$ cat src/rtl/usbd_pkg.sv
// constants for the usb device port state-control block
// assumes a byte-addressed register port with 32-bit words on aligned offsets
package usbd_pkg;
  localparam int          ADDR_W           = 8;
  localparam int          DATA_W           = 32;
  localparam int          NUM_EP           = 6;

  // register byte offsets
  localparam logic [7:0]  OFF_FRAME_NUMBER = 8'h00;
  localparam logic [7:0]  OFF_GLOBAL_STATE = 8'h04;
  localparam logic [7:0]  OFF_FUNC_ADDRESS = 8'h08;
  localparam logic [7:0]  OFF_INT_ENABLE   = 8'h10;
  localparam logic [7:0]  OFF_INT_DISABLE  = 8'h14;
  localparam logic [7:0]  OFF_INT_MASK     = 8'h18;
  localparam logic [7:0]  OFF_INT_STATUS   = 8'h1C;
  localparam logic [7:0]  OFF_INT_CLEAR    = 8'h20;
  localparam logic [7:0]  OFF_EP_RESET     = 8'h28;
  localparam logic [7:0]  OFF_EP_CSR_BASE  = 8'h30;
  localparam logic [7:0]  OFF_EP_FIFO_BASE = 8'h50;
  localparam logic [7:0]  EP_STRIDE        = 8'h04;
  localparam logic [7:0]  EP_SPAN          = 8'(NUM_EP * 4);
  localparam logic [7:0]  OFF_XCVR_CTRL    = 8'h74;

  // field positions
  localparam int          GS_ADDR_EN_BIT   = 0;
  localparam int          GS_CONFIG_BIT    = 1;
  localparam int          FA_ADDR_W        = 7;
  localparam int          FA_FEN_BIT       = 8;
  localparam int          FN_COUNT_W       = 11;
  localparam int          FN_ERR_BIT       = 16;
  localparam int          FN_GOOD_BIT      = 17;
  localparam int          XC_DISABLE_BIT   = 8;
  localparam int          XC_PULLUP_BIT    = 9;

  // interrupt status and mask bits
  localparam int          IS_W             = 14;
  localparam int          IS_SUSPEND       = 8;
  localparam int          IS_RESUME        = 9;
  localparam int          IS_EXT_RESUME    = 10;
  localparam int          IS_FRAME_START   = 11;
  localparam int          IS_BUS_RESET_END = 12;
  localparam int          IS_WAKEUP        = 13;
  localparam logic [13:0] IS_VALID         = 14'h3F3F;

  // reset values
  localparam logic [31:0] FUNC_ADDRESS_RST = 32'h0000_0100;
  localparam logic [13:0] INT_MASK_RST     = 14'h1200;

  // timing
  localparam int          CLK_HZ           = 25_000_000;
  localparam int          SUSPEND_IDLE_US  = 3000;
  localparam int          SUSPEND_IDLE_CYC = (CLK_HZ / 1_000_000) * SUSPEND_IDLE_US;
endpackage

$ cat src/rtl/usbd_flag_if.sv
// set/clear/state bundle between the register block and its sticky flag bank
// assumes set and clear are one-cycle pulses in the clk domain
interface usbd_flag_if #(
  parameter int W = 8
);
  logic [W-1:0] set;
  logic [W-1:0] clr;
  logic [W-1:0] q;

  modport owner (output set, output clr, input  q);
  modport bank  (input  set, input  clr, output q);
endinterface

$ cat src/rtl/usbd_flag_bank.sv
// bank of sticky event flags, one flip-flop per bit
// assumes one clock; set beats clear so no event is lost
module usbd_flag_bank #(
  parameter int W = 8
) (
  input  wire logic clk,
  input  wire logic rst_n,
  usbd_flag_if.bank flags
);
  always_ff @(posedge clk or negedge rst_n) begin
    if (!rst_n) begin
      flags.q <= '0;
    end else begin
      flags.q <= (flags.q & ~flags.clr) | flags.set;
    end
  end
endmodule

$ cat src/rtl/usbd_state_ctrl.sv
// usb device port state control: attach, bus reset, address, configured,
// suspend and resume tracking, frame number capture and the register map
// assumes packet-layer strobes are synchronous to clk; bus_active may be
// asynchronous and is synchronised here
module usbd_state_ctrl
  import usbd_pkg::*;
#(
  parameter int SUSPEND_IDLE_CYCLES = SUSPEND_IDLE_CYC
) (
  input  wire logic                  clk,
  input  wire logic                  rst_n,
  input  wire logic [ADDR_W-1:0]     reg_addr,
  input  wire logic [DATA_W-1:0]     reg_wdata,
  input  wire logic                  reg_write,
  input  wire logic                  reg_read,
  output logic      [DATA_W-1:0]     reg_rdata,
  input  wire logic                  bus_active,
  input  wire logic                  bus_reset_done,
  input  wire logic                  sof_pid_seen,
  input  wire logic                  sof_packet_end,
  input  wire logic [FN_COUNT_W-1:0] sof_frame,
  input  wire logic                  sof_crc_error,
  input  wire logic [NUM_EP-1:0]     ep_event,
  input  wire logic                  ext_resume_req,
  output logic                       irq,
  output logic                       pullup_connect,
  output logic                       transceiver_disable,
  output logic                       address_state,
  output logic                       configured,
  output logic                       function_enable,
  output logic      [FA_ADDR_W-1:0]  function_addr,
  output logic                       port_suspended,
  output logic      [NUM_EP-1:0]     ep_reset
);

  typedef enum logic [1:0] {
    LINK_ACTIVE,
    LINK_SUSP_PEND,
    LINK_SUSPENDED
  } usbd_link_e;

  usbd_link_e              link_state;
  usbd_link_e              next_link_state;
  logic [31:0]             idle_count;
  logic                    act_meta;
  logic                    act_sync;
  logic [IS_W-1:0]         int_mask;
  logic [FN_COUNT_W-1:0]   frame_count;
  logic                    frame_good;
  logic                    frame_error;
  logic [DATA_W-1:0]       ep_csr  [NUM_EP];
  logic [DATA_W-1:0]       ep_fifo [NUM_EP];

  // status bits live in the flag bank; the mask stays here beside the decode
  usbd_flag_if #(.W(IS_W)) status_flags ();

  usbd_flag_bank #(
    .W     (IS_W)
  ) u_status (
    .clk   (clk),
    .rst_n (rst_n),
    .flags (status_flags)
  );

  // address decode
  wire             wr_global  = reg_write && (reg_addr == OFF_GLOBAL_STATE);
  wire             wr_faddr   = reg_write && (reg_addr == OFF_FUNC_ADDRESS);
  wire             wr_ier     = reg_write && (reg_addr == OFF_INT_ENABLE);
  wire             wr_idr     = reg_write && (reg_addr == OFF_INT_DISABLE);
  wire             wr_icr     = reg_write && (reg_addr == OFF_INT_CLEAR);
  wire             wr_rst_ep  = reg_write && (reg_addr == OFF_EP_RESET);
  wire             wr_txvc    = reg_write && (reg_addr == OFF_XCVR_CTRL);
  wire [7:0]       csr_off    = reg_addr - OFF_EP_CSR_BASE;
  wire [7:0]       fifo_off   = reg_addr - OFF_EP_FIFO_BASE;
  wire             csr_hit    = (reg_addr >= OFF_EP_CSR_BASE) && (csr_off < EP_SPAN)
                                && (reg_addr[1:0] == 2'h0);
  wire             fifo_hit   = (reg_addr >= OFF_EP_FIFO_BASE) && (fifo_off < EP_SPAN)
                                && (reg_addr[1:0] == 2'h0);
  wire [2:0]       csr_idx    = csr_off[4:2];
  wire [2:0]       fifo_idx   = fifo_off[4:2];
  wire             wr_csr     = reg_write && csr_hit;
  wire             wr_fifo    = reg_write && fifo_hit;
  wire [IS_W-1:0]  wdata_is   = reg_wdata[IS_W-1:0] & IS_VALID;

  // link activity: synchronised so a resume is caught even from a parked bus
  wire             idle_done  = (idle_count >= 32'(SUSPEND_IDLE_CYCLES - 1));
  wire             in_suspend = (link_state != LINK_ACTIVE);
  wire             suspend_ev = (link_state == LINK_ACTIVE) && !act_sync && idle_done;
  wire             resume_ev  = in_suspend && act_sync;

  // end of bus reset overrides every link state, so a reset seen while
  // pending or suspended still lands in the active state
  always_comb begin
    next_link_state = link_state;
    unique case (link_state)
      LINK_ACTIVE: begin
        if (suspend_ev) begin
          next_link_state = LINK_SUSP_PEND;
        end
      end
      LINK_SUSP_PEND: begin
        if (resume_ev) begin
          next_link_state = LINK_ACTIVE;
        end else if (wr_icr && reg_wdata[IS_SUSPEND]) begin
          next_link_state = LINK_SUSPENDED;
        end
      end
      LINK_SUSPENDED: begin
        if (resume_ev) begin
          next_link_state = LINK_ACTIVE;
        end
      end
    endcase
    if (bus_reset_done) begin
      next_link_state = LINK_ACTIVE;
    end
  end

  // two-flop synchroniser; only act_sync is read downstream
  always_ff @(posedge clk or negedge rst_n) begin
    if (!rst_n) begin
      act_meta <= 1'b0;
      act_sync <= 1'b0;
    end else begin
      act_meta <= bus_active;
      act_sync <= act_meta;
    end
  end

  always_ff @(posedge clk or negedge rst_n) begin
    if (!rst_n) begin
      link_state <= LINK_ACTIVE;
    end else begin
      link_state <= next_link_state;
    end
  end

  // idle counter saturates at the threshold; any activity restarts it
  always_ff @(posedge clk or negedge rst_n) begin
    if (!rst_n) begin
      idle_count <= 32'h0000_0000;
    end else if (act_sync || bus_reset_done || in_suspend) begin
      idle_count <= 32'h0000_0000;
    end else if (!idle_done) begin
      idle_count <= idle_count + 32'h0000_0001;
    end
  end

  // taken from the next state so the pin moves on the acknowledging edge
  always_ff @(posedge clk or negedge rst_n) begin
    if (!rst_n) begin
      port_suspended <= 1'b0;
    end else begin
      port_suspended <= (next_link_state == LINK_SUSPENDED);
    end
  end

  // status flag events; the bank lets a set beat a clear in the same cycle
  wire [IS_W-1:0] evt_bus_reset = IS_W'(1) << IS_BUS_RESET_END;
  wire [IS_W-1:0] evt_suspend   = IS_W'(1) << IS_SUSPEND;
  wire [IS_W-1:0] evt_resume    = (IS_W'(1) << IS_RESUME) | (IS_W'(1) << IS_WAKEUP);
  wire [IS_W-1:0] evt_ext_rsm   = IS_W'(1) << IS_EXT_RESUME;
  wire [IS_W-1:0] evt_frame     = IS_W'(1) << IS_FRAME_START;

  assign status_flags.set = IS_W'(ep_event)
                          | (bus_reset_done ? evt_bus_reset : '0)
                          | (suspend_ev     ? evt_suspend   : '0)
                          | (resume_ev      ? evt_resume    : '0)
                          | (ext_resume_req ? evt_ext_rsm   : '0)
                          | (sof_pid_seen   ? evt_frame     : '0);
  assign status_flags.clr = wr_icr ? wdata_is : '0;

  // mask register: enable and disable writes, restored by bus reset
  always_ff @(posedge clk or negedge rst_n) begin
    if (!rst_n) begin
      int_mask <= INT_MASK_RST;
    end else if (bus_reset_done) begin
      int_mask <= INT_MASK_RST;
    end else if (wr_ier) begin
      int_mask <= int_mask | wdata_is;
    end else if (wr_idr) begin
      int_mask <= int_mask & ~wdata_is;
    end
  end

  // end of bus reset interrupts whatever the mask holds
  wire irq_next = (|(status_flags.q & int_mask))
                || status_flags.q[IS_BUS_RESET_END];

  // registered so the pin never glitches while flags and mask update
  always_ff @(posedge clk or negedge rst_n) begin
    if (!rst_n) begin
      irq <= 1'b0;
    end else begin
      irq <= irq_next;
    end
  end

  // device state bits: address enable only ever set by software
  always_ff @(posedge clk or negedge rst_n) begin
    if (!rst_n) begin
      address_state   <= 1'b0;
      configured      <= 1'b0;
      function_enable <= FUNC_ADDRESS_RST[FA_FEN_BIT];
      function_addr   <= FUNC_ADDRESS_RST[FA_ADDR_W-1:0];
    end else if (bus_reset_done) begin
      address_state   <= 1'b0;
      configured      <= 1'b0;
      function_enable <= FUNC_ADDRESS_RST[FA_FEN_BIT];
      function_addr   <= FUNC_ADDRESS_RST[FA_ADDR_W-1:0];
    end else begin
      if (wr_global) begin
        address_state <= address_state | reg_wdata[GS_ADDR_EN_BIT];
        configured    <= reg_wdata[GS_CONFIG_BIT];
      end
      if (wr_faddr) begin
        function_enable <= reg_wdata[FA_FEN_BIT];
        function_addr   <= reg_wdata[FA_ADDR_W-1:0];
      end
    end
  end

  // transceiver control survives bus reset; the pull-up must stay in suspend
  always_ff @(posedge clk or negedge rst_n) begin
    if (!rst_n) begin
      pullup_connect      <= 1'b0;
      transceiver_disable <= 1'b0;
    end else if (wr_txvc) begin
      pullup_connect      <= reg_wdata[XC_PULLUP_BIT];
      transceiver_disable <= reg_wdata[XC_DISABLE_BIT];
    end
  end

  // endpoint reset bits hold their words at zero until software or end of bus reset lowers them
  always_ff @(posedge clk or negedge rst_n) begin
    if (!rst_n) begin
      ep_reset <= '0;
    end else if (bus_reset_done) begin
      ep_reset <= '0;
    end else if (wr_rst_ep) begin
      ep_reset <= reg_wdata[NUM_EP-1:0];
    end
  end

  // endpoint control/status and data holding words
  always_ff @(posedge clk or negedge rst_n) begin
    if (!rst_n) begin
      for (int i = 0; i < NUM_EP; i++) begin
        ep_csr[i]  <= 32'h0000_0000;
        ep_fifo[i] <= 32'h0000_0000;
      end
    end else begin
      for (int i = 0; i < NUM_EP; i++) begin
        if (bus_reset_done || ep_reset[i]) begin
          ep_csr[i]  <= 32'h0000_0000;
          ep_fifo[i] <= 32'h0000_0000;
        end else begin
          if (wr_csr && (csr_idx == 3'(i))) begin
            ep_csr[i] <= reg_wdata;
          end
          if (wr_fifo && (fifo_idx == 3'(i))) begin
            ep_fifo[i] <= reg_wdata;
          end
        end
      end
    end
  end

  // frame number capture; a packet end beats the next identifier's clear
  wire frame_end_good = sof_packet_end && !sof_crc_error;
  wire frame_end_bad  = sof_packet_end && sof_crc_error;

  always_ff @(posedge clk or negedge rst_n) begin
    if (!rst_n) begin
      frame_count <= '0;
      frame_good  <= 1'b0;
      frame_error <= 1'b0;
    end else begin
      if (sof_packet_end) begin
        frame_count <= sof_frame;
      end
      frame_good  <= frame_end_good || (frame_good && !sof_pid_seen);
      frame_error <= frame_end_bad  || (frame_error && !sof_pid_seen);
    end
  end

  // read selection; unmapped and write-only offsets read zero
  wire [DATA_W-1:0] rd_frame  = {14'h0000, frame_good, frame_error, 5'h00, frame_count};
  wire [DATA_W-1:0] rd_global = {30'h0000_0000, configured, address_state};
  wire [DATA_W-1:0] rd_faddr  = {23'h00_0000, function_enable, 1'b0, function_addr};
  wire [DATA_W-1:0] rd_mask   = {18'h0_0000, int_mask};
  wire [DATA_W-1:0] rd_status = {18'h0_0000, status_flags.q};
  wire [DATA_W-1:0] rd_rst_ep = {26'h000_0000, ep_reset};
  wire [DATA_W-1:0] rd_txvc   = {22'h00_0000, pullup_connect, transceiver_disable, 8'h00};
  wire [DATA_W-1:0] rd_sel    =
      (reg_addr == OFF_FRAME_NUMBER) ? rd_frame  :
      (reg_addr == OFF_GLOBAL_STATE) ? rd_global :
      (reg_addr == OFF_FUNC_ADDRESS) ? rd_faddr  :
      (reg_addr == OFF_INT_MASK)     ? rd_mask   :
      (reg_addr == OFF_INT_STATUS)   ? rd_status :
      (reg_addr == OFF_EP_RESET)     ? rd_rst_ep :
      (reg_addr == OFF_XCVR_CTRL)    ? rd_txvc   :
      csr_hit                        ? ep_csr[csr_idx]   :
      fifo_hit                       ? ep_fifo[fifo_idx] :
      32'h0000_0000;

  // zero outside the answer cycle, so a late sample never sees a stale word
  always_ff @(posedge clk or negedge rst_n) begin
    if (!rst_n) begin
      reg_rdata <= 32'h0000_0000;
    end else begin
      reg_rdata <= reg_read ? rd_sel : 32'h0000_0000;
    end
  end

endmodule

$ cat config.mk
export PLATFORM = sky130hd
export DESIGN_NAME = usbd_state_ctrl
export DESIGN_NICKNAME = d
export VERILOG_FILES = /design/src/rtl/usbd_pkg.sv /design/src/rtl/usbd_flag_if.sv /design/src/rtl/usbd_flag_bank.sv /design/src/rtl/usbd_state_ctrl.sv
export SDC_FILE = /design/constraint.sdc
export NUM_CORES = 1
export LEC_CHECK = 0
export BUFFER_PORTS_ARGS = -buffer_cell sky130_fd_sc_hd__buf_2
export CAP_MARGIN = 20
export CORE_MARGIN = 1
export CORE_UTILIZATION = 58
export CTS_BUF_LIST = sky130_fd_sc_hd__clkbuf_4 sky130_fd_sc_hd__clkbuf_8
export DETAILED_ROUTE_END_ITERATION = 8
export PLACE_DENSITY = 0.79
export SLEW_MARGIN = 20
export SYNTH_ARGS = -nofsm -noshare
export SYNTH_HDL_FRONTEND = slang
export SYNTH_SLANG_ARGS = --single-unit
export TNS_END_PERCENT = 50
$ cat constraint.sdc
create_clock -name clk -period 1.87 [get_ports clk]
set_clock_uncertainty 0.15 [all_clocks]
set_input_delay 0.374 -clock clk [delete_from_list [all_inputs] [get_ports clk]]
set_output_delay 0.374 -clock clk [all_outputs]
set_load 0.02 [all_outputs]
==> qor.yml <==
synthAdderAreaFrac_pct: 0.457
grt_usage_pct: 35.7
final_antenna_net_count: 0
reg2reg_slack_ps: -290
gp_congestion: 0.943
synth.mux.area_fraction_pct: 21.4
synth_top_cell_by_area: "dfrtp_1"
cp.depth: 7
fill_cells: 2709
drt-total-wl_um: 78200
drt_iter0_drc: 2433
grt_remaining_overflow: 0
path_class: "register to register"
synthXorXnorAreaFrac_pct: 0.0711
worstSetupStartpointType: "register"
hold_depth: 2
synth_top_area_share_pct: 51.4
vias_per_cell: 6.36
cts-root-buf: "clkbuf_8"
cts.sinks: 509
worst_pin_slew_ps: 630
clockBufferDepth: 3
cpPeakStageDelay_ps: 410
pin_count: 119
num_vias: 20600
synth_edf_count: 0
wl_per_cell_um: 24.2
die_w_um: 208
coreArea_sq_um: 41900
path_max_fanout: 12
postSynthCellCount: 2314
ys_seq_area_share_pct: 51.7
setup_viol: 42
synth.distinct_cells: 69
synth_top_family_by_area: "multiplexers"
yosys_warnings: 0
end_kind: "register"
synth.top_cells.by_count: "506 x dfrtp_1, 382 x mux2i_1, 337 x nor2_1, 302 x nand2_1, 132 x a21oi_1"
yosys-top-cells-area: "dfrtp_1 51%, mux2i_1 16%, mux4_2 5.2%"
grt_max_degree: 93
fmax_mhz: 463
area_growth_pct: 24.3
routed.top_layer: "met5"
slew_headroom_pct: 57.9
met2_length_um: 37100
die_h_um: 208
rsz0062_at_grt: "yes"
syn_area_sq_um: 24700
clk_pin_slew_worst_paths_ps: 60
grt_pass1_wl_um: 119000
drc_errors: 0
setup_tns_ps: -3370
cts_buffers: 86
power_leakage_uw: 0.0133
dr_wl_met3_um: 7710
hpwlAfterDp_um: 45700
ir_drop_mv: 0.546
setup_slack_ps: -291
crit_arrival_ps: 2620
dieArea_sq_um: 43300
reg2reg_depth: 7
async_flop_share_pct: 100
outcome: "finished with violations"
nets: 2704
powerDensity_nw_per_um2: 772
hold_slack_ps: 59.9
wl_met1_um: 29900
fp-row-count: 75
path_cells: "nor4_4 > o211ai_1 > a21o_1 > buf_12 > buf_4 > or3_1 > a21oi_1"
antenna_found_initial: 7
drv_cap: 0
violations: "setup timing"
synth_ff_type: "dfrtp_1"
synth_most_common_cell: "dfrtp_1"
hold_viol_final: 0
drt_pass1_iterations: 5
synth-simple-area-share_pct: 13.4
htree_levels: 3
post-route-min-period_ps: 2160
design_area_sq_um: 30600
cts_tree: "done"
drive_above_1_share_pct: 25.3
syn-mean-instance-area_sq_um: 10.7
port_buffers: 118
start_util_pct: 58.8
drv_slew: 0
synth-seq-cells: 509
final.period_utilization_pct: 116
cp.required_ps: 2330
path_delay_family: "simple AND/OR/NAND/NOR gates"
grt_pass1_vias: 21300
synth-compound-area-share_pct: 8.99
hp-class: "input pin to register"
clock_latency_ps: 730
place_area_sq_um: 27400
cp_slowest_cell: "dfrtp_1"
synth_nets: 2390
cp_num_buf_inv: 2
-- metrics by stage --
| stage | std cells | utilization, % | setup slack, ps | total power [uW] |
|---|---|---|---|---|
| final | 3236 | 73.1 | -291 | 23700 |
| after global routing | 3234 | 73.1 | -384 | 24300 |
| after CTS | 3217 | 71.9 | -243 | 23700 |
| after detailed placement | 2990 | 65.2 | -846 | 12900 |
| after global placement | 2990 | 65.2 | -809 | 12900 |
| after floorplan | 2314 | - | -601 | 12000 |
-- per-layer routing --
metal  up-vias  global-route usage (%)
met3       271                    9.27
li1       8683                       -
met2      1204                    56.0
met4         6                    17.4
met5         -                       0
met1     10400                    46.3
-- timing repair --
action / in CTS / in global routing
gates cloned: 4 / 5
gates resized for setup: 47 / 77
hold endpoints to repair: 856 / 0
pin swaps: 22 / 29
endpoints found under the setup margin: 110 / 142
setup buffers: 15 / 14
hold buffers: 59 / 0
-- sequential cells by signal (all words and copies together) (netlist names), 2 cells and up --
name and count:
idle_count 32, link_state 2, ep_reset 6, u_status.flags.q 12
frame_count 11, ep_csr 192, int_mask 12, reg_rdata 32
function_addr 7, ep_fifo 192
-- placed cells by master (no fill, tap or decap), types with 6 or more instances in the layout --
cell type      instances
and2_1                18
clkbuf_4              33
a22oi_1               32
a21o_1                10
or2_2                  9
o21ai_1                7
nor2_1               333
o21ai_0               81
clkbuf_8             106
nor3_1                 7
nand4_1                8
and4_1                 7
o22a_1                 6
nand2b_1              10
buf_4                180
a211oi_1              13
nand2_1              298
dfrtp_1              504
buf_6                 18
mux2i_1              374
mux4_2                57
buf_2                107
a21oi_1              123
dlygate4sd3_1         59
o211ai_1               8
nand3_1               22
ha_1                   6
mux2_2                15
buf_12                49
o221ai_1               6
a21oi_2                6
or4_1                  7
nor2b_1                8
inv_1                 13
-- kinds of logic after synthesis --
family	Yosys count
AOI/OAI and AO/OA	354
and+or+nand+nor	770
muxes	454
adders and majority gates	9
xor gates and xnor gates	2
buffers and inverters	216
DFF	509
-- power by group --
part | leakage (uW) | switching, uW | internal (uW)
combinational | 0.00536 | 1150 | 615
clock | 0.000991 | 4750 | 6040
sequential | 0.00700 | 38.0 | 11100
total | 0.0133 | 5950 | 17700
-- final cells by class --
| cell class | count | area, sq um | share of cell area [%] |
|---|---|---|---|
| diodes | 5 | 12.5 | 0.0408 |
| multi-input cells | 1589 | 11300 | 37.0 |
| well taps | 539 | 674 | 2.20 |
| flip-flops and latches | 509 | 12700 | 41.6 |
| clock inverters | 14 | 168 | 0.547 |
| repair buffers | 427 | 3960 | 12.9 |
| clock buffers | 138 | 1690 | 5.52 |
| inverters | 15 | 68.8 | 0.225 |
-- path summary, 6_finish.rpt --
path	from	end
hold reg to reg	act_meta$_DFF_PN0_	act_sync$_DFF_PN0_
setup / recovery	idle_count[8]$_DFFE_PN0P_	idle_count[11]$_DFFE_PN0P_
hold / removal	sof_packet_end	frame_count[3]$_DFFE_PN0P_
max in group asynchronous	rst_n	ep_fifo[93]$_DFFE_PN0P_
setup reg to reg	idle_count[8]$_DFFE_PN0P_	idle_count[11]$_DFFE_PN0P_
min in group asynchronous	rst_n	function_enable$_DFFE_PN1P_
No activity file was read; power rests on OpenSTA's default activity.
